File: config.mk
export PLATFORM = sky130hd
export DESIGN_NAME = wdk_top
export DESIGN_NICKNAME = d
export VERILOG_FILES = /design/src/rtl/wdk_pkg.sv /design/src/rtl/wdk_top.sv
export VERILOG_INCLUDE_DIRS = /design/src /design/src/rtl
export SDC_FILE = /design/constraint.sdc
export NUM_CORES = 1
export LEC_CHECK = 0
export BUFFER_PORTS_ARGS = -buffer_cell sky130_fd_sc_hd__buf_2
export CAP_MARGIN = 10
export CORE_UTILIZATION = 45
export DETAILED_ROUTE_END_ITERATION = 8
export PLACE_DENSITY_LB_ADDON = 0.05
export SLEW_MARGIN = 20
export SYNTH_ARGS = -nofsm -noshare
export SYNTH_HDL_FRONTEND = slang
export SYNTH_SLANG_ARGS = --single-unit
File: constraint.sdc
create_clock -name clk -period 7.8 [get_ports clk]
set_input_delay 1.17 -clock clk [delete_from_list [all_inputs] [get_ports clk]]
set_output_delay 1.17 -clock clk [all_outputs]
set_load 0.01 [all_outputs]
File: src/rtl/wdk_regs.svh
// Register offsets, field positions, reset values and timing for the keyed watchdog
`ifndef WDK_REGS_SVH
`define WDK_REGS_SVH
// Byte offset of the watchdog control word
`define WDK_CTRL_OFS        16'h0000
// Byte offset of the upper half-word that takes the key
`define WDK_KEY_OFS         16'h0002
// Byte offset of the read-only configuration word
`define WDK_CFG1_OFS        16'hFFC8
// Key that restarts the count
`define WDK_CLEAR_KEY       16'h5743
// Control word fields
`define WDK_KEY_MSB         31
`define WDK_KEY_LSB         16
`define WDK_ON_BIT          15
`define WDK_PS_MSB          6
`define WDK_PS_LSB          2
`define WDK_WIN_BIT         1
// Configuration word fields
`define WDK_CFG_FORCE_BIT   23
`define WDK_CFG_PS_MSB      20
`define WDK_CFG_PS_LSB      16
// Reset values before the configuration load
`define WDK_ON_RST          1'h0
`define WDK_WIN_RST         1'h0
`define WDK_PS_RST          5'h00
// Clock period and base tick of the count, in ns
`define WDK_CLK_NS          10
`define WDK_TICK_NS         1000
// AHB encodings used by the slave
`define WDK_HSIZE_HALF      3'h1
`define WDK_RESP_OKAY       1'h0
`endif

File: src/rtl/wdk_pkg.sv
// Types shared by the keyed watchdog control block
`default_nettype none

package wdk_pkg;
    // Captured AHB address phase
    typedef struct packed {
        logic        valid;
        logic        write;
        logic [15:0] addr;
        logic [2:0]  size;
    } wdk_aphase_t;

    // Watchdog state, Gray along off -> run -> expired
    typedef enum logic [1:0] {
        WDK_OFF = 2'h0,
        WDK_RUN = 2'h1,
        WDK_EXP = 2'h3
    } wdk_state_t;
endpackage : wdk_pkg

`default_nettype wire

File: src/rtl/wdk_top.sv
// Keyed watchdog control: AHB-Lite registers, key clear, enable and window mode
//
// Added by the designer: the AHB-Lite register port.
`include "wdk_regs.svh"
`timescale 1ns/100ps
`default_nettype none

module wdk_top #(
    parameter int unsigned TICK_CYCLES = `WDK_TICK_NS / `WDK_CLK_NS
) (
    input  wire logic        clk,
    input  wire logic        resetn,
    input  wire logic        hsel,
    input  wire logic [15:0] haddr,
    input  wire logic [1:0]  htrans,
    input  wire logic        hwrite,
    input  wire logic [2:0]  hsize,
    input  wire logic [31:0] hwdata,
    input  wire logic        hready,
    input  wire logic [31:0] cfg_word_1,
    output logic      [31:0] hrdata,
    output logic             hreadyout,
    output logic             hresp,
    output logic             wdt_timeout,
    output logic             wdt_running
);

    // Bus side state
    wdk_pkg::wdk_aphase_t aph_reg;          // Address phase held for the data phase
    wdk_pkg::wdk_aphase_t aph_next;         // Address phase being taken
    logic [31:0]          rdata_reg;        // Read data for the next data phase
    logic [31:0]          rdata_next;       // Read data picked in address phase
    logic                 ready_reg;        // Zero-wait ready flop

    // Control word state
    logic                 on_reg;           // Run-time enable bit
    logic                 on_next;
    logic                 win_reg;          // Window mode enable bit
    logic                 win_next;
    logic [4:0]           ps_reg;           // Postscaler shadow
    logic                 init_reg;         // Configuration load done

    // Watchdog count state
    wdk_pkg::wdk_state_t  state_reg;
    wdk_pkg::wdk_state_t  state_next;
    logic [31:0]          pre_reg;          // Base tick prescaler
    logic [31:0]          pre_next;
    logic [31:0]          count_reg;        // Ticks since last restart
    logic [31:0]          count_next;
    logic                 tout_reg;         // Time-out flag to reset logic
    logic                 run_reg;          // Running flag

    // Decode of the data phase
    wire        dp_wr    = aph_reg.valid & aph_reg.write;
    wire        ctl_hit  = aph_reg.addr[15:2] == `WDK_CTRL_OFS >> 2;
    // Lane 0 carries the window bit, lane 1 the enable bit
    wire        lane0_wr = dp_wr & ctl_hit & (aph_reg.addr[1:0] == 2'h0);
    wire        lane1_wr = dp_wr & ctl_hit & ((aph_reg.addr[1:0] == 2'h1) |
                           ((aph_reg.addr[1:0] == 2'h0) & (aph_reg.size != 3'h0)));
    // Only one half-word write of the key counts; word writes do not
    wire        key_hit  = dp_wr & (aph_reg.addr == `WDK_KEY_OFS) &
                           (aph_reg.size == `WDK_HSIZE_HALF) &
                           (hwdata[`WDK_KEY_MSB:`WDK_KEY_LSB] == `WDK_CLEAR_KEY);

    // Configuration fields; force is sampled live, the postscaler only at the configuration load
    wire        cfg_force = cfg_word_1[`WDK_CFG_FORCE_BIT];
    wire [4:0]  cfg_ps    = cfg_word_1[`WDK_CFG_PS_MSB:`WDK_CFG_PS_LSB];

    // Enable bit only has a say while the config does not force the watchdog on
    wire        run_en    = init_reg & (cfg_force | on_reg);

    // Period in ticks is a power of two chosen by the shadow
    wire [31:0] period    = 32'h1 << ps_reg;
    // Window opens in the last quarter of the period
    wire [31:0] win_start = period - (period >> 2);
    wire        win_open  = count_reg >= win_start;
    // A restart before the window opens is an error in window mode
    wire        early_clr = key_hit & win_reg & ~win_open;
    wire        tick      = pre_reg == TICK_CYCLES - 1;
    wire [31:0] count_inc = count_reg + 32'h1;
    wire        expire    = tick & (count_inc >= period);

    // Address phase capture; idle and busy transfers leave no data phase
    assign aph_next.valid = hsel & htrans[1] & hready;
    assign aph_next.write = hwrite;
    assign aph_next.addr  = haddr;
    assign aph_next.size  = hsize;

    // Control word image as software reads it; key field reads zero
    wire [31:0] ctl_image = {16'h0000, on_reg, 8'h00, ps_reg, win_reg, 1'b0};

    // Read mux; unmapped addresses read zero with an OKAY answer
    assign rdata_next = (~aph_next.valid | aph_next.write) ? rdata_reg :
                        (haddr[15:2] == `WDK_CTRL_OFS >> 2) ? ctl_image :
                        (haddr[15:2] == `WDK_CFG1_OFS >> 2) ? cfg_word_1 :
                        32'h0000_0000;

    // New control bits; the write lands at the end of its data phase
    assign on_next  = lane1_wr ? hwdata[`WDK_ON_BIT] : on_reg;
    assign win_next = lane0_wr ? hwdata[`WDK_WIN_BIT] : win_reg;

    // Prescaler restarts with the count so every period is whole
    assign pre_next = (state_reg != wdk_pkg::WDK_RUN) | key_hit | tick ?
                      32'h0 : pre_reg + 32'h1;

    // Watchdog sequencing
    always_comb begin
        state_next = state_reg;
        count_next = count_reg;
        unique case (state_reg)
            // Stopped: count held at zero
            wdk_pkg::WDK_OFF: begin
                count_next = 32'h0;
                if (run_en) begin
                    state_next = wdk_pkg::WDK_RUN;
                end
            end
            // Counting ticks toward the period
            wdk_pkg::WDK_RUN: begin
                if (!run_en) begin
                    state_next = wdk_pkg::WDK_OFF;
                    count_next = 32'h0;
                end else if (early_clr) begin
                    state_next = wdk_pkg::WDK_EXP;
                end else if (key_hit) begin
                    count_next = 32'h0;
                end else if (expire) begin
                    state_next = wdk_pkg::WDK_EXP;
                end else if (tick) begin
                    count_next = count_inc;
                end
            end
            // Expired: held until the reset logic acts
            wdk_pkg::WDK_EXP: begin
                state_next = wdk_pkg::WDK_EXP;
            end
            default: begin
                state_next = wdk_pkg::WDK_EXP;
            end
        endcase
    end

    // Bus flops; the slave never inserts wait states
    always_ff @(posedge clk or negedge resetn) begin
        if (!resetn) begin
            aph_reg   <= '0;
            rdata_reg <= 32'h0000_0000;
            ready_reg <= 1'b0;
        end else begin
            aph_reg   <= aph_next;
            rdata_reg <= rdata_next;
            ready_reg <= 1'b1;
        end
    end

    // Configuration load one edge after reset release; the async
    // reset may only take constants, so the straps are caught here
    always_ff @(posedge clk or negedge resetn) begin
        if (!resetn) begin
            init_reg <= 1'b0;
            on_reg   <= `WDK_ON_RST;
            win_reg  <= `WDK_WIN_RST;
            ps_reg   <= `WDK_PS_RST;
        end else if (!init_reg) begin
            init_reg <= 1'b1;
            on_reg   <= cfg_force;
            win_reg  <= `WDK_WIN_RST;
            ps_reg   <= cfg_ps;
        end else begin
            on_reg   <= on_next;
            win_reg  <= win_next;
        end
    end

    // Count flops and outputs to the reset logic
    always_ff @(posedge clk or negedge resetn) begin
        if (!resetn) begin
            state_reg <= wdk_pkg::WDK_OFF;
            pre_reg   <= 32'h0;
            count_reg <= 32'h0;
            tout_reg  <= 1'b0;
            run_reg   <= 1'b0;
        end else begin
            state_reg <= state_next;
            pre_reg   <= pre_next;
            count_reg <= count_next;
            tout_reg  <= state_next == wdk_pkg::WDK_EXP;
            run_reg   <= state_next == wdk_pkg::WDK_RUN;
        end
    end

    // Outputs come straight from flops; hresp is tied to OKAY
    assign hrdata      = rdata_reg;
    assign hreadyout   = ready_reg;
    assign hresp       = `WDK_RESP_OKAY;
    assign wdt_timeout = tout_reg;
    assign wdt_running = run_reg;
endmodule : wdk_top

`default_nettype wire

==> results of run 1 <==
## synthesized netlist by cell type (4+ instances only)
cell / number / share of area, %
nor3_1: 22 / 1.2
nor2_1: 83 / 3.4
a22o_1: 42 / 4.0
ha_1: 94 / 13
o21ai_0: 26 / 1.4
a2111oi_0: 4 / 0.38
dfrtp_1: 129 / 35
xor2_1: 29 / 2.8
nand3_1: 42 / 2.3
nor4_1: 15 / 1.0
xnor2_1: 42 / 4.0
mux2_2: 6 / 0.73
clkbuf_1: 29 / 1.2
nor4b_1: 4 / 0.38
nand4_1: 25 / 1.7
a222oi_1: 7 / 0.76
a21o_1: 44 / 3.6
a21oi_1: 46 / 2.5
nand2_1: 85 / 3.5
or3_1: 14 / 0.95
a211o_1: 4 / 0.38
inv_1: 59 / 2.4
and4_1: 7 / 0.67
and3_1: 25 / 1.7
nand2b_1: 21 / 1.4
a211oi_1: 18 / 1.5
or2_2: 12 / 0.81
o211ai_1: 5 / 0.41
nor2b_1: 13 / 0.88
## worst paths after layout
check / from / to / slack (ps) / cells past startpoint
setup / recovery: ps_reg[4]$_DFFE_PN0N_ / count_reg[2]$_DFFE_PN0P_ / 1310 / 23
hold / removal: pre_reg[0]$_DFF_PN0_ / pre_reg[0]$_DFF_PN0_ / 490 / 1
setup reg to reg: ps_reg[4]$_DFFE_PN0N_ / count_reg[2]$_DFFE_PN0P_ / 1310 / 23
hold reg to reg: pre_reg[0]$_DFF_PN0_ / pre_reg[0]$_DFF_PN0_ / 490 / 1
max in group asynchronous: resetn / count_reg[10]$_DFFE_PN0P_ / 5830 / 2
min in group asynchronous: resetn / pre_reg[6]$_DFF_PN0_ / 750 / 1
## critical path: stages (launching register included)
cell and delay [ps]:
dfrtp_1 660, inv_1 150, nor3_1 350, nand2_1 210, inv_1 100, ha_1 320, a21o_1 220, a21oi_1 270
o221ai_1 200, a2111oi_0 480, nor2_1 120, a211oi_1 350, o41ai_1 160, xnor2_1 190, ha_1 270, a21oi_1 150
nor2b_1 60, o21ai_0 350, nor4bb_1 330, a41oi_1 210, a31oi_2 470, buf_4 340, nor4b_1 90, a211o_1 300
## report_power, final
| group | leakage (nW) | switching (mW) | internal [mW] |
|---|---|---|---|
| clock | 0.298 | 0.362 | 0.462 |
| combinational | 3.54 | 0.259 | 0.188 |
| sequential | 1.73 | 0.0164 | 0.679 |
## layout by cell type (no fill, tap or decap), types with 5 or more instances in the layout
cell type / netlist / final
nor2_1: 83 / 83
dfrtp_1: 129 / 129
mux2_2: 6 / 6
xnor2_1: 42 / 42
a22o_1: 42 / 42
or2_2: 12 / 12
buf_2: 2 / 108
o211ai_1: 5 / 5
a211oi_1: 18 / 18
ha_1: 94 / 94
nor4_1: 15 / 14
buf_4: 2 / 7
clkbuf_16: 0 / 17
a21oi_1: 46 / 46
o21ai_0: 26 / 26
inv_1: 59 / 59
xor2_1: 29 / 29
nor3_1: 22 / 22
nand4_1: 25 / 25
a222oi_1: 7 / 7
nand3_1: 42 / 42
nand2_1: 85 / 85
a21o_1: 44 / 44
and4_1: 7 / 7
or3_1: 14 / 14
and3_1: 25 / 25
nand2b_1: 21 / 21
nor2b_1: 13 / 13
## per-layer routing
| metal | global-route usage, % | up-vias |
|---|---|---|
| met1 | 32.97 | 3711 |
| met4 | 5.368 | 0 |
| met3 | 4.088 | 21 |
| met5 | 0 | - |
| li1 | - | 3930 |
| met2 | 38.27 | 163 |
## kinds of logic (layout without fill, tap and decap cells)
kind of cell / count (synthesis) / count (layout) / share of synthesized area [%]
and+or+nand+nor: 385 / 385 / 21.56
AOI/OAI and AO/OA: 234 / 234 / 18.34
DFF: 129 / 129 / 35.02
adders and majority gates: 95 / 95 / 12.98
buffers and inverters: 95 / 207 / 4.221
xor gates and xnor gates: 71 / 71 / 6.746
muxes: 9 / 9 / 1.059
other: 2 / 2 / 0.08147
## through the flow
stage / area (um^2) / hold WS (ps)
final: 10610 / 486.2
after global routing: 10610 / 524.1
after CTS: 10610 / 493.4
after detailed placement: 9992 / 477.3
after global placement: 9992 / 477.7
after floorplan: 9218 / 447.9
## cell type report
cell class / instances / area (um^2)
clock buffer: 17 / 425.4
clock inverter: 15 / 191.4
fill: 1884 / 9173
inverter: 59 / 221.5
multi-input combinational: 796 / 5607
sequential: 129 / 3228
tap: 265 / 331.6
timing repair buffer: 116 / 604.3
==> results.md, run 1 <==
* Uppermost layer routed: met4
* Dpl hpwl at about 18000 um
* Die Span X at ~150 um
* Post-place setup slack at about 1400 ps
* Power density cells at 185.4 mW/mm^2
* Antenna cell count at 0
* Final Util at a little over half
* Tot GR Track Use at 23.69%
* TritonCTS Sinks at 129
* Vias at about 7.8k
* Max rail drop VDD at 0.0001474 V
* Placed insts at 1365
* Finish-stage setup viols at 0
* Crit path required time at slightly above 8000 ps
* P_leak at ~5.6 nW
* Clock Skew at between 10 and 15 ps
* Main synth FF type: dfrtp_1
* Clock-pin slew on the worst setup and hold paths at approximately 70 ps
* Via/cell ratio at ~5.6
* Synthesis-stage register bit count at between 100 and 150
* Hold Vio Cnt, Final at 0
* Fin worst setup slack at around 1300 ps
* Hold-fix buffers, CTS at 0
* Chip Height at ~150 um
* Synth unique cells at 67
* Warnings, synthesis at 0
* Minimum clock period at roughly 6500 ps
* Non-filler instance count after layout at between 1k and 1.5k
* Max Clock Freq at roughly 150 MHz
* Hold/Removal Path Class: reg -> reg
* Worst-path fanout max at 16
* Total power at slightly below 2 mW
* Initial antenna violation count at 1
* H-tree depth at 4
* Largest net degree at the start of global routing at slightly above 70
* Netlist Area Pre-Place at 0.009218 mm^2
* Die footprint at between 0.02 and 0.025 mm^2
* RSZ-0062 raised after global routing: no
* Final-stage net count at between 1k and 1.5k
* Routability Congestion at approximately 0.86
* Core Area at between 0.015 and 0.02 mm^2
* Seq/Total Area, Yosys at a little over a third
* Slew margin rel. at around a third
* Asr flop ratio synth at 100.0%
* Total wire length at approximately 24000 um
* I/O Pins at ~130
* # DRC at 0
* EDFF count, synth at 0
* Grt total ovfl at 0
* I/O Buffers at between 100 and 150
* CTS tree: done
* Syn_nets at between 1k and 1.5k
* Vias in the first global route at ~7.6k
* Clk_lat worst skew at between 400 and 500 ps
* Core Rows at between 50 and 60
* Clock buffer depth at 2
* Met2 wire len at 11320 um
* Crit end category: register
* Wire length per cell at around 17 um
* Starting Density at approximately 47%
* First-pass GRT wire length at about 40000 um
* Met3 routed WL at 939 um
* Fin crit share at ~83%
* Syn Inst Count at roughly 1.0k
* Share of layout cells above drive strength 1 at 15.64%
* TritonCTS Buffers at 17
* Outcome: complete, no violations
* Critical path class: reg -> reg
* Drt pass-1 iters at 6
* Mapped Avg Cell Area at between 9 and 10 um^2
* Final ANT Viol Nets at 0
* Critical Path AT at 6800 ps
* Final Max Tran Viols at 0
* Setup TNS at 0 ps
* PostCTS Resize Cnt at 0
* Clock root buffer: clkbuf_16
* Area grow syn2layout at 15.09%
* Slew @ Worst Pin at around 1000 ps
* DRT met1 WL at 11570 um
* Iteration-0 DRC Markers at 446
* Maxcap violations at 0
* Element type at the critical path start: register
* Post-CTS setup buffers at 0
(Power assumes the default switching activity.)
==> run 2: changes to the inputs <==
- clock period: 7.8 -> 6.8 ns (I/O delays scaled with it)
==> run 2 against run 1 <==
  * Die area unchanged
  * Non-clock buffer count up 4
  * Critical endpoint is now count_reg[0]$_DFFE_PN0P_
  * Register-to-register slack worse by 720 ps
  * Combinational power up 16%
  * Total power up 15%
  * Core utilization up 0.13 points
  * First-iteration DRC count down 8.1%
  * Final cell count up 0.36%
  * Clock skew up 1.6 ps
  * Setup slack worse by 720 ps
  * Highest routed layer is now met5
  * Clock-buffer cell count unchanged
==> results.md, run 2 (synthesis results as in run 1) <==
* Core Rows at 51 (unchanged)
* Critical Path AT at 6570 ps (was 6800 ps)
* Most frequent cells in the layout: 128 x dfrtp_1, 108 x buf_2, 94 x ha_1, 85 x nand2_1, 83 x nor2_1 (was 129 x dfrtp_1, 108 x buf_2, 94 x ha_1, 85 x nand2_1, 83 x nor2_1)
* Slew margin rel. at 31.72% (was 33.26%)
* Max rail drop VDD at 0.0001368 V (was 0.0001474 V)
* Clock root buffer: clkbuf_16 (unchanged)
* Clock buffer depth at 2 (unchanged)
* Die Span X at 145.1 um (unchanged)
* Crit path required time at 7160 ps (was 8110 ps)
* Worst path max stage delay at 580 ps (was 660 ps)
* Crit path cell chain: nor2b_1 -> nand2_1 -> ha_1 -> a21o_1 -> a21oi_1 -> o221ai_1 -> a2111oi_0 -> nor2_1 -> a211oi_1 -> o41ai_1 -> xnor2_1 -> ha_1 -> a21oi_1 -> nor2b_1 -> o21ai_0 -> nor4bb_1 -> a41oi_1 -> a31oi_2 -> a21o_1 -> buf_4 -> mux2_2 (was inv_1 -> nor3_1 -> nand2_1 -> inv_1 -> ha_1 -> a21o_1 -> a21oi_1 -> o221ai_1 -> a2111oi_0 -> nor2_1 -> a211oi_1 -> o41ai_1 -> xnor2_1 -> ha_1 -> a21oi_1 -> nor2b_1 -> o21ai_0 -> nor4bb_1 -> a41oi_1 -> a31oi_2 -> buf_4 -> nor4b_1 -> a211o_1)
* Worst-path fanout max at 32 (was 16)
* Crit path capture: count_reg[0]$_DFFE_PN0P_ (was count_reg[2]$_DFFE_PN0P_)
* Dpl hpwl at 18350 um (was 18340 um)
* Iteration-0 DRC Markers at 410 (was 446)
* Total wire length at 24120 um (was 24130 um)
* Placed insts at 1369 (was 1365)
* Max Clock Freq at 160.9 MHz (was 154.1 MHz)
* FF-to-FF setup slack at 590 ps (was 1310 ps)
* CP max stage cell: dfrtp_1 (unchanged)
* First-pass GRT wire length at 39430 um (was 39700 um)
* Fin worst setup slack at 585.1 ps (was 1309 ps)
* Grt total ovfl at 0 (unchanged)
* RSZ-0062 raised after global routing: no (unchanged)
* Final Util at 53.76% (was 53.63%)
* FILL cells at 1900 (was 1884)
* Post-CTS setup buffers at 0 (unchanged)
* Finish-stage setup viols at 0 (unchanged)
* Vias in the first global route at 7586 (was 7551)
* Wire length per cell at 17.21 um (was 17.27 um)
* P_leak at 5.589 nW (was 5.574 nW)
* FF-to-FF End: count_reg[0]$_DFFE_PN0P_ (was count_reg[2]$_DFFE_PN0P_)
* Crit end category: register (unchanged)
* Via/cell ratio at 5.579 (was 5.601)
* Fin crit share at 91.40% (was 83.22%)
* Minimum clock period at 6215 ps (was 6491 ps)
* Chip Height at 145.1 um (unchanged)
* Area grow syn2layout at 15.38% (was 15.09%)
* Core Area at 0.01978 mm^2 (unchanged)
* Largest net degree at the start of global routing at 74 (was 72)
* CTS tree: done (unchanged)
* I/O Buffers at 109 (unchanged)
* Hold/Removal Path Class: reg -> reg (unchanged)
* Tot GR Track Use at 23.64% (was 23.69%)
* H-tree depth at 4 (unchanged)
* Final-stage net count at 1308 (was 1304)
* Clock-pin slew on the worst setup and hold paths at 70 ps (about the same)
* CP startpoint: ps_reg[2]$_DFFE_PN0N_ (was ps_reg[4]$_DFFE_PN0N_)
* Critical path class: reg -> reg (unchanged)
* Clock Skew at 13.33 ps (was 11.70 ps)
* Hold Vio Cnt, Final at 0 (unchanged)
* TritonCTS Sinks at 129 (unchanged)
* TritonCTS Buffers at 17 (unchanged)
* Final ANT Viol Nets at 0 (unchanged)
* Maxcap violations at 0 (unchanged)
* Initial antenna violation count at 2 (was 1)
* Vias at 7822 (was 7825)
* WP depth at 21 (was 23)
* Hold-fix buffers, CTS at 0 (unchanged)
* Starting Density at 46.60% (unchanged)
* Reg-to-reg startpoint: ps_reg[2]$_DFFE_PN0N_ (was ps_reg[4]$_DFFE_PN0N_)
* Post-place setup slack at 627.8 ps (was 1432 ps)
* I/O Pins at 126 (unchanged)
* Routability Congestion at 0.8621 (was 0.8584)
* R2R cell count at 21 (was 23)
* Final Max Tran Viols at 0 (unchanged)
* CP Buf/Inv Count at 1 (was 3)
* Clk_lat worst skew at 420 ps (about the same)
* Crit-path leading delay family: compound AO/OA/AOI/OAI gates (unchanged)
* Setup TNS at 0 ps (unchanged)
* Drt pass-1 iters at 7 (was 6)
* Die footprint at 0.02106 mm^2 (unchanged)
* Power density cells at 213.3 mW/mm^2 (was 185.4 mW/mm^2)
* Element type at the critical path start: register (unchanged)
* Share of layout cells above drive strength 1 at 16.02% (was 15.64%)
* Slew @ Worst Pin at 1015 ps (was 1001 ps)
* Most common cell after layout, fill and taps aside: dfrtp_1 (unchanged)
* Outcome: complete, no violations (unchanged)
* # DRC at 0 (unchanged)
* Non-filler instance count after layout at 1402 (was 1397)
## run 2: cell types whose count changed in the layout (fill, tap and decap cells not counted), sizes merged
| cell | previous run | this run |
|---|---|---|
| buf | 116 | 120 |
| bufinv | 1 | 2 |
| clkinv | 5 | 1 |
| clkinvlp | 1 | 2 |
| diode | 0 | 1 |
| inv | 67 | 69 |
## run 2: layout make-up
type	count	area, um^2	share of cell area (%)
flip-flops and latches	129	3229	30.36
clock buffers	17	425.4	4.000
inverters	59	221.5	2.082
diodes	1	2.502	0.02353
well taps	265	331.6	3.118
repair buffers	120	634.4	5.965
multi-input cells	796	5607	52.72
clock inverters	15	183.9	1.729
## run 2: through the flow
step	power [mW]	instance area, um^2	hold slack, ps
finish	2.269	10640	489.2
global route	2.387	10640	500.7
CTS	2.287	10630	490.6
detailed placement	1.323	10020	481.7
global placement	1.319	10020	483.7
floorplan	1.177	9218	447.9
## run 2: how the worst min path moves through the flow
stage | from | to | slack [ps] | depth (start not counted)
global route | pre_reg[0]$_DFF_PN0_ | pre_reg[0]$_DFF_PN0_ | 500 | 1
finish | pre_reg[0]$_DFF_PN0_ | pre_reg[0]$_DFF_PN0_ | 490 | 1
global placement | hrdata[20]$_DFFE_PN0N_ | hrdata[20]$_DFFE_PN0N_ | 480 | 1
CTS | pre_reg[0]$_DFF_PN0_ | pre_reg[0]$_DFF_PN0_ | 490 | 1
detailed placement | pre_reg[0]$_DFF_PN0_ | pre_reg[0]$_DFF_PN0_ | 480 | 1
floorplan | pre_reg[0]$_DFF_PN0_ | pre_reg[0]$_DFF_PN0_ | 450 | 1
## run 2: what timing repair did
item,CTS,global route
resized for setup,0,1
endpoints found under the hold margin,0,0
endpoints found under the setup margin,0,20
## run 2: routing by layer
metal	GRT usage, %	part of all wire (%)	wire length [um]	up-vias
met5	0	0.033	8	-
met1	31.98	47	11390	3731
li1	-	-	-	3935
met4	6.526	1.6	398	2
met3	4.403	3.0	719	27
met2	38.53	48	11610	127
## run 2: report_power, final
part,internal (mW),leakage (nW),switching [mW]
clock network,0.559,0.295,0.398
logic,0.219,3.56,0.298
registers,0.780,1.73,0.0158
